==> src/rtl/ecsl_params.svh <==
`ifndef ECSL_PARAMS_SVH
`define ECSL_PARAMS_SVH
// Status byte bit positions
`define ECSL_SB_ZERO_VALID 0
`define ECSL_SB_EXT_VALID 1
`define ECSL_SB_PRESET_ACC 2
`define ECSL_SB_UNDERFLOW 3
`define ECSL_SB_OVERFLOW 4
`define ECSL_SB_INPUT 5
`define ECSL_SB_RESET 8'h00
// Control byte bit positions
`define ECSL_CB_ARM_ZERO 0
`define ECSL_CB_ARM_RISE 1
`define ECSL_CB_LOAD_PRESET 2
`define ECSL_CB_ARM_FALL 3
// Hysteresis thresholds of the 16-bit counter
`define ECSL_CNT_MAX 16'hffff
`define ECSL_OVF_CLR_FROM 16'h5555
`define ECSL_OVF_CLR_TO 16'h5556
`define ECSL_UNF_CLR_FROM 16'haaaa
`define ECSL_UNF_CLR_TO 16'haaa9
// Operating modes
`define ECSL_MODE_FREE_32 4'h7
`define ECSL_MODE_FREE_16 4'h8
`define ECSL_MODE_DC_32 4'h9
`define ECSL_MODE_DC_16 4'ha
// Default local cycle interval: 1000 us at 50 MHz
`define ECSL_CYCLE_US 1000
`define ECSL_CLK_MHZ 50
`define ECSL_CYCLE_CYCLES (`ECSL_CYCLE_US * `ECSL_CLK_MHZ)
`endif

==> src/rtl/ecsl_pkg.sv <==
package ecsl_pkg;
   typedef enum logic [1:0] {
      ECSL_SYNC_FRAME = 2'b00,
      ECSL_SYNC_CLOCK = 2'b01,
      ECSL_SYNC_INPUT = 2'b10
   } ecsl_sync_t;
endpackage : ecsl_pkg

==> src/rtl/ecsl_pin_sync.sv <==
`timescale 1ns/1ps
`default_nettype none
// Three-stage pin synchroniser; output changes once stages two and three agree
module ecsl_pin_sync (
   input wire logic sys_clk,
   input wire logic rstn,
   input wire logic pin,
   output logic level
);
   logic s1;
   logic s2;
   logic s3;

   always_ff @(posedge sys_clk or negedge rstn) begin
      if (!rstn) begin
         s1 <= 1'b0;
         s2 <= 1'b0;
         s3 <= 1'b0;
      end else begin
         s1 <= pin;
         s2 <= s1;
         s3 <= s2;
      end
   end

   always_ff @(posedge sys_clk or negedge rstn) begin
      if (!rstn) begin
         level <= 1'b0;
      end else if (s2 == s3) begin
         level <= s3;
      end
   end
endmodule : ecsl_pin_sync
`default_nettype wire

==> src/rtl/ecsl_status_latch.sv <==
// Function
// Set overflow when the 16-bit counter wraps 65535 to 0.
// Clear overflow on step 21845 to 21846, or at once on underflow.
// Set underflow when the 16-bit counter wraps 0 to 65535.
// Clear underflow on step 43690 to 43689, or at once on overflow.
// Raise preset-accepted once the preset value has been loaded.
// External latch valid after armed pulse; latch word holds captured count. A later zero capture still overwrites the shared word.
// Controller clears then sets the external arm bit to re-arm.
// Zero latch valid after armed index capture; latch word holds count. A later external capture still overwrites the shared word.
// Controller clears then sets the zero arm bit to re-arm.
// Copy digital input one level into the input-state status bit.
// Status byte goes to the controller in the input image.
// Modes 7 and 9 report 32-bit values; modes 8 and 10 16-bit.
// Frame-triggered mode starts each cycle on the frame event.
// Clock-synced mode starts cycles from the local clock at intervals.
// Input-based mode uses clock cycles aligned to input devices.
// Single-ended encoders accepted; forward-count option must be false.
// Rising edge of load_preset loads the counter with the preset.
// Capture on first matching edge when armed and valid bit low.
// Zero latch has priority; its valid clears only while index low.
// Refresh every status flag once per processing cycle as a snapshot.
`timescale 1ns/1ps
`default_nettype none
`include "ecsl_params.svh"
module ecsl_status_latch #(
   parameter int unsigned CYCLE_CYCLES = `ECSL_CYCLE_CYCLES
) (
   // Clock and reset
   input wire logic sys_clk,
   input wire logic rstn,
   // Counter from the quadrature decoder
   input wire logic count_step,
   input wire logic count_up,
   input wire logic [31:0] count_value,
   output logic preset_load,
   output logic [31:0] preset_value_out,
   // Pins
   input wire logic ext_latch_pin,
   input wire logic zero_index_pin,
   input wire logic digital_input_pin,
   // Output process data from the controller
   input wire logic [7:0] encoder_control_byte,
   input wire logic [31:0] preset_value,
   // Configuration
   input wire logic [3:0] op_mode,
   input wire ecsl_pkg::ecsl_sync_t sync_mode,
   input wire logic forward_count_en,
   input wire logic frame_event,
   input wire logic input_align_event,
   // Input process data to the controller
   output logic [7:0] encoder_status_byte,
   output logic [31:0] count_report,
   output logic [31:0] latch_report,
   output logic cycle_start,
   output logic config_error
);
   logic ext_lvl;
   logic ext_prev;
   logic zero_lvl;
   logic zero_prev;
   logic din_lvl;
   logic load_prev;
   logic arm_zero_prev;
   logic arm_ext_prev;
   logic ext_armed;
   logic zero_armed;
   logic overflow;
   logic underflow;
   logic preset_acc;
   logic ext_valid;
   logic zero_valid;
   logic [31:0] latch_value;
   logic [31:0] cycle_cnt;
   logic clock_tick;
   logic aligned;
   logic [15:0] prev_cnt;
   logic arm_rise;
   logic arm_fall;
   logic arm_zero;
   logic arm_ext;
   logic ext_hit;
   logic zero_hit;
   logic wrap_up;
   logic wrap_dn;

   function automatic logic [31:0] mode_width(input logic [3:0] mode, input logic [31:0] v);
      if (mode == `ECSL_MODE_FREE_16 || mode == `ECSL_MODE_DC_16) begin
         return {16'h0000, v[15:0]};
      end
      return v;
   endfunction : mode_width

   ecsl_pin_sync u_ext (.sys_clk(sys_clk), .rstn(rstn), .pin(ext_latch_pin), .level(ext_lvl));
   ecsl_pin_sync u_zero (.sys_clk(sys_clk), .rstn(rstn), .pin(zero_index_pin), .level(zero_lvl));
   ecsl_pin_sync u_din (.sys_clk(sys_clk), .rstn(rstn), .pin(digital_input_pin), .level(din_lvl));

   assign arm_rise = encoder_control_byte[`ECSL_CB_ARM_RISE];
   assign arm_fall = encoder_control_byte[`ECSL_CB_ARM_FALL];
   assign arm_zero = encoder_control_byte[`ECSL_CB_ARM_ZERO];
   assign arm_ext = arm_rise | arm_fall;
   assign prev_cnt = count_value[15:0];
   // Wrap seen on the step about to be applied to the current value
   assign wrap_up = count_step && count_up && prev_cnt == `ECSL_CNT_MAX;
   assign wrap_dn = count_step && !count_up && prev_cnt == 16'h0000;
   assign zero_hit = zero_armed && !zero_valid && zero_lvl && !zero_prev;
   assign ext_hit = ext_armed && !ext_valid && !zero_hit &&
      ((arm_rise && ext_lvl && !ext_prev) || (arm_fall && !ext_lvl && ext_prev));

   always_ff @(posedge sys_clk or negedge rstn) begin
      if (!rstn) begin
         ext_prev <= 1'b0;
         zero_prev <= 1'b0;
         load_prev <= 1'b0;
         arm_zero_prev <= 1'b0;
         arm_ext_prev <= 1'b0;
      end else begin
         ext_prev <= ext_lvl;
         zero_prev <= zero_lvl;
         load_prev <= encoder_control_byte[`ECSL_CB_LOAD_PRESET];
         arm_zero_prev <= arm_zero;
         arm_ext_prev <= arm_ext;
      end
   end

   // Hysteresis flags; the opposite wrap clears at once
   always_ff @(posedge sys_clk or negedge rstn) begin
      if (!rstn) begin
         overflow <= 1'b0;
         underflow <= 1'b0;
      end else begin
         if (wrap_up) begin
            overflow <= 1'b1;
         end else if (wrap_dn) begin
            overflow <= 1'b0;
         end else if (count_step && count_up && prev_cnt == `ECSL_OVF_CLR_FROM) begin
            overflow <= 1'b0;
         end
         if (wrap_dn) begin
            underflow <= 1'b1;
         end else if (wrap_up) begin
            underflow <= 1'b0;
         end else if (count_step && !count_up && prev_cnt == `ECSL_UNF_CLR_FROM) begin
            underflow <= 1'b0;
         end
      end
   end

   // Preset load on rising edge; acceptance follows the load
   always_ff @(posedge sys_clk or negedge rstn) begin
      if (!rstn) begin
         preset_load <= 1'b0;
         preset_value_out <= 32'h0000_0000;
         preset_acc <= 1'b0;
      end else begin
         preset_load <= encoder_control_byte[`ECSL_CB_LOAD_PRESET] && !load_prev;
         if (encoder_control_byte[`ECSL_CB_LOAD_PRESET] && !load_prev) begin
            preset_value_out <= preset_value;
         end
         if (preset_load) begin
            preset_acc <= 1'b1;
         end else if (!encoder_control_byte[`ECSL_CB_LOAD_PRESET]) begin
            preset_acc <= 1'b0;
         end
      end
   end

   // Arming needs a fresh rising edge of the enable, so clear-then-set re-arms
   always_ff @(posedge sys_clk or negedge rstn) begin
      if (!rstn) begin
         ext_armed <= 1'b0;
         zero_armed <= 1'b0;
      end else begin
         if (!arm_ext) begin
            ext_armed <= 1'b0;
         end else if (!arm_ext_prev) begin
            ext_armed <= 1'b1;
         end else if (ext_hit) begin
            ext_armed <= 1'b0;
         end
         if (!arm_zero) begin
            zero_armed <= 1'b0;
         end else if (!arm_zero_prev) begin
            zero_armed <= 1'b1;
         end else if (zero_hit) begin
            zero_armed <= 1'b0;
         end
      end
   end

   // Capture; each valid bit blocks only its own source, so the shared word is frozen only while both stand
   always_ff @(posedge sys_clk or negedge rstn) begin
      if (!rstn) begin
         ext_valid <= 1'b0;
         zero_valid <= 1'b0;
         latch_value <= 32'h0000_0000;
      end else begin
         if (zero_hit) begin
            zero_valid <= 1'b1;
            latch_value <= count_value;
         end else if (!arm_zero && !zero_lvl) begin
            zero_valid <= 1'b0;
         end
         if (ext_hit) begin
            ext_valid <= 1'b1;
            latch_value <= count_value;
         end else if (!arm_ext) begin
            ext_valid <= 1'b0;
         end
      end
   end

   // Processing cycle source
   always_ff @(posedge sys_clk or negedge rstn) begin
      if (!rstn) begin
         cycle_cnt <= 32'h0000_0000;
         clock_tick <= 1'b0;
         aligned <= 1'b0;
      end else begin
         clock_tick <= 1'b0;
         if (cycle_cnt == CYCLE_CYCLES - 1) begin
            cycle_cnt <= 32'h0000_0000;
            clock_tick <= 1'b1;
         end else begin
            cycle_cnt <= cycle_cnt + 32'h0000_0001;
         end
         if (input_align_event) begin
            aligned <= 1'b1;
         end else if (clock_tick) begin
            aligned <= 1'b0;
         end
      end
   end

   always_comb begin
      unique case (sync_mode)
         ecsl_pkg::ECSL_SYNC_FRAME: cycle_start = frame_event;
         ecsl_pkg::ECSL_SYNC_CLOCK: cycle_start = clock_tick;
         ecsl_pkg::ECSL_SYNC_INPUT: cycle_start = clock_tick && aligned;
         default: cycle_start = 1'b0;
      endcase
   end

   // Snapshot of status byte, count, latch and config error at each cycle start
   always_ff @(posedge sys_clk or negedge rstn) begin
      if (!rstn) begin
         encoder_status_byte <= `ECSL_SB_RESET;
         count_report <= 32'h0000_0000;
         latch_report <= 32'h0000_0000;
         config_error <= 1'b0;
      end else if (cycle_start) begin
         encoder_status_byte <= {2'b00, din_lvl, overflow, underflow, preset_acc,
            ext_valid, zero_valid};
         count_report <= mode_width(op_mode, count_value);
         latch_report <= mode_width(op_mode, latch_value);
         config_error <= forward_count_en;
      end
   end
endmodule : ecsl_status_latch
`default_nettype wire

==> config.mk <==
export PLATFORM = sky130hd
export DESIGN_NAME = ecsl_status_latch
export DESIGN_NICKNAME = d
export VERILOG_FILES = /design/src/rtl/ecsl_pkg.sv /design/src/rtl/ecsl_pin_sync.sv /design/src/rtl/ecsl_status_latch.sv
export VERILOG_INCLUDE_DIRS = /design/src /design/src/rtl
export SDC_FILE = /design/constraint.sdc
export NUM_CORES = 1
export LEC_CHECK = 0
export ABC_AREA = 1
export BUFFER_PORTS_ARGS = -buffer_cell sky130_fd_sc_hd__buf_4
export CORE_MARGIN = 4
export CORE_UTILIZATION = 49
export DETAILED_ROUTE_END_ITERATION = 7
export PLACE_DENSITY_LB_ADDON = 0.3
export SETUP_SLACK_MARGIN = 0.4
export SLEW_MARGIN = 5
export SYNTH_ARGS = -nofsm -noshare
export SYNTH_HDL_FRONTEND = slang
export SYNTH_HIERARCHICAL = 1
export SYNTH_SLANG_ARGS = --single-unit
==> constraint.sdc <==
create_clock -name sys_clk -period 1.3 [get_ports sys_clk]
set_input_delay 0.195 -clock sys_clk [delete_from_list [all_inputs] [get_ports sys_clk]]
set_output_delay 0.195 -clock sys_clk [all_outputs]
set_load 0.01 [all_outputs]
==> results.cfg <==
[synthesis]
synthDistinctLibCells = 30
synth-seq-area-share = 0.575
synth-seq-cells = 194
yosysWarningCount = 6
avgSynthCellArea_um2 = 8.42
synth_cells = 1003
syn_area_um2 = 8450

[grt]
overflow = 0
grt_usage = 0.266
antenna_found_initial = 1
grt_max_degree = 38
grt_pass1_wl_um = 42000
grt_pass1_vias = 8424

[finish]
fin_cells = 1652
area_delta_synth_final_pct = 82.0
final_nets = 1506
drive_gt1_frac = 0.504
final_area_um2 = 15400
post-route-util = 0.917
final_common_cell = nand2_1
final_cell_mix = nand2_1, dfrtp_1, buf_4

[timing]
drv_slew = 0
period_minus_slack_ns = 1.76
layout_setup_ws_ns = -0.458
rsz0062_at_grt = yes
clock_skew_ns = 0.0189
period_share = 1.35
setup_viol = 136
max_freq_mhz = 569
fin_hold_ws_ns = 0.0201
finalHoldViolCount = 0

[route]
drt.antenna.violating_nets = 0
vias_per_cell = 6.13
drt_pass1_iterations = 8
num_vias = 10100
drt-total-wl_um = 43700
drc = 0
wl_per_cell_um = 26.4
drtIter0Drc = 1398

[status]
status = finished with violations
failed_checks = setup timing

[place]
dpl_cell_area_um2 = 10700
dp_cells = 1414
gp_congestion = 0.868
io_buffer_count = 187
hpwl_um = 14500

[power_and_ir_drop]
peakVddDrop_v = 0.000899
leakage_nw = 7.80
p_per_area_nw_per_um2 = 1360
p_total_mw = 20.9

[clock_network]
clock_latency_ns = 0.45
h-tree-depth = 4
clock_path_buffers = 2
numCtsBuffers = 17
clkSinkCount = 194
cts.clk_slew.worst_paths_ns = 0.08
cts_tree = done
cts_root_buffer = clkbuf_16

[setup_path]
crit_path_start_kind = flip-flop
crit_arrival_ns = 2.11
required_ns = 1.65
critical_path_class = flip-flop to flip-flop
crit_path_end_kind = flip-flop
cp_max_fo = 6

[floorplan]
fp.dieH_um = 139
core_area_um2 = 16800
rows = 47
dieArea_um2 = 19400
die_x_um = 139
ios = 195
start_util = 0.504

[job]
maxCapViolCount = 0

[hold_path]
min_path_type = input port to flip-flop
routing by layer:
| metal | GRT usage | vias up | share of wire |
|---|---|---|---|
| met5 | 0 | - | 0 |
| met4 | 0.107 | 0 | 0.098 |
| met2 | 0.460 | 1001 | 0.47 |
| li1 | - | 3928 | - |
| met1 | 0.320 | 4817 | 0.32 |
| met3 | 0.0679 | 380 | 0.11 |
Yosys cell counts, drive strengths merged:
cell type / count / area [µm²]
a21oi: 6 / 30.0
a21boi: 1 / 7.51
nand2: 335 / 1290
nand4: 3 / 25.0
conb: 1 / 3.75
o21ai: 74 / 385
buf: 22 / 163
inv: 131 / 492
xnor2: 3 / 26.3
nand3b: 3 / 22.5
xor2: 9 / 78.8
ha: 1 / 12.5
clkbuf: 13 / 48.8
nor3: 5 / 25.0
o21bai: 6 / 45.0
nand3: 91 / 470
nor2: 105 / 467
dfrtp: 194 / 4850
state kept, by name, indices dropped and copies added (netlist names), 6 cells and up:
register / cells
latch_value: 32
encoder_status_byte: 6
preset_value_out: 32
count_report: 32
cycle_cnt: 32
latch_report: 32
per-stage QoR:
| step | setup slack [ns] | setup TNS (ns) |
|---|---|---|
| finish | -0.458 | -26.22 |
| global route | -0.598 | -31.66 |
| CTS | -0.100 | -5.41 |
| detailed placement | -0.0246 | -0.140 |
| global placement | -0.00456 | -0.0201 |
| floorplan | 0.0811 | 0 |
where the power goes:
group          switching (mW)  internal [mW]  total (mW)
sequential               1.43           7.26        8.69
clock                    2.59           2.82        5.41
combinational            3.29           3.52        6.81
total                    7.31           13.6        20.9
area by class of cell:
| type | instances | area, µm² |
|---|---|---|
| Clock inverter | 10 | 97.6 |
| Fill cell | 482 | 1390 |
| Clock buffer | 22 | 474 |
| Multi-Input combinational cell | 644 | 4400 |
| Timing Repair Buffer | 427 | 4710 |
| Inverter | 131 | 524 |
| Antenna cell | 2 | 5.00 |
| Tap cell | 220 | 275 |
| Timing Repair inverter | 2 | 17.5 |
| Sequential cell | 194 | 4870 |
final timing paths:
| check | start | endpoint | slack (ns) | depth (start not counted) |
|---|---|---|---|---|
| worst min-delay path | count_value[4] | latch_value[4]$_DFFE_PN0P_ | 0.02 | 3 |
| worst max register to register | zero_valid$_DFFE_PN0P_ | latch_value[12]$_DFFE_PN0P_ | -0.46 | 8 |
| max in group asynchronous | rstn | cycle_cnt[17]$_DFF_PN0_ | 0.50 | 3 |
| min in group asynchronous | rstn | count_report[18]$_DFFE_PN0P_ | 0.25 | 2 |
| worst max-delay path | zero_valid$_DFFE_PN0P_ | latch_value[12]$_DFFE_PN0P_ | -0.46 | 8 |
| worst min register to register | u_ext/s1$_DFF_PN0_ | u_ext/s2$_DFF_PN0_ | 0.35 | 0 |
worst max-delay path, cell delays in order (launching register included):
cell and delay (ns):
dfrtp_1 0.40, nor2_2 0.17, nand3_4 0.14, buf_6 0.16, o21ai_4 0.10, buf_6 0.18, clkbuf_16 0.16, nand2_1 0.14
nand2_1 0.23
timing repair:
item                                    CTS  global route
resized for setup                       199           301
endpoints found under the setup margin  277           277
hold endpoints to repair                208             3
gates cloned                              6            31
pin swaps                                50            90
buffers inserted                         53            46
hold buffers                             65             3
kinds of logic after synthesis:
| family | synth area share |
|---|---|
| adder cells (fa/ha/maj) | 0.00148 |
| buffers and inverters | 0.0832 |
| AND/OR/NAND/NOR | 0.272 |
| other | 0.000444 |
| flip-flops | 0.575 |
| XOR/XNOR | 0.0124 |
| AO/OA/AOI/OAI | 0.0554 |
Power figures use the tool's default switching activity.
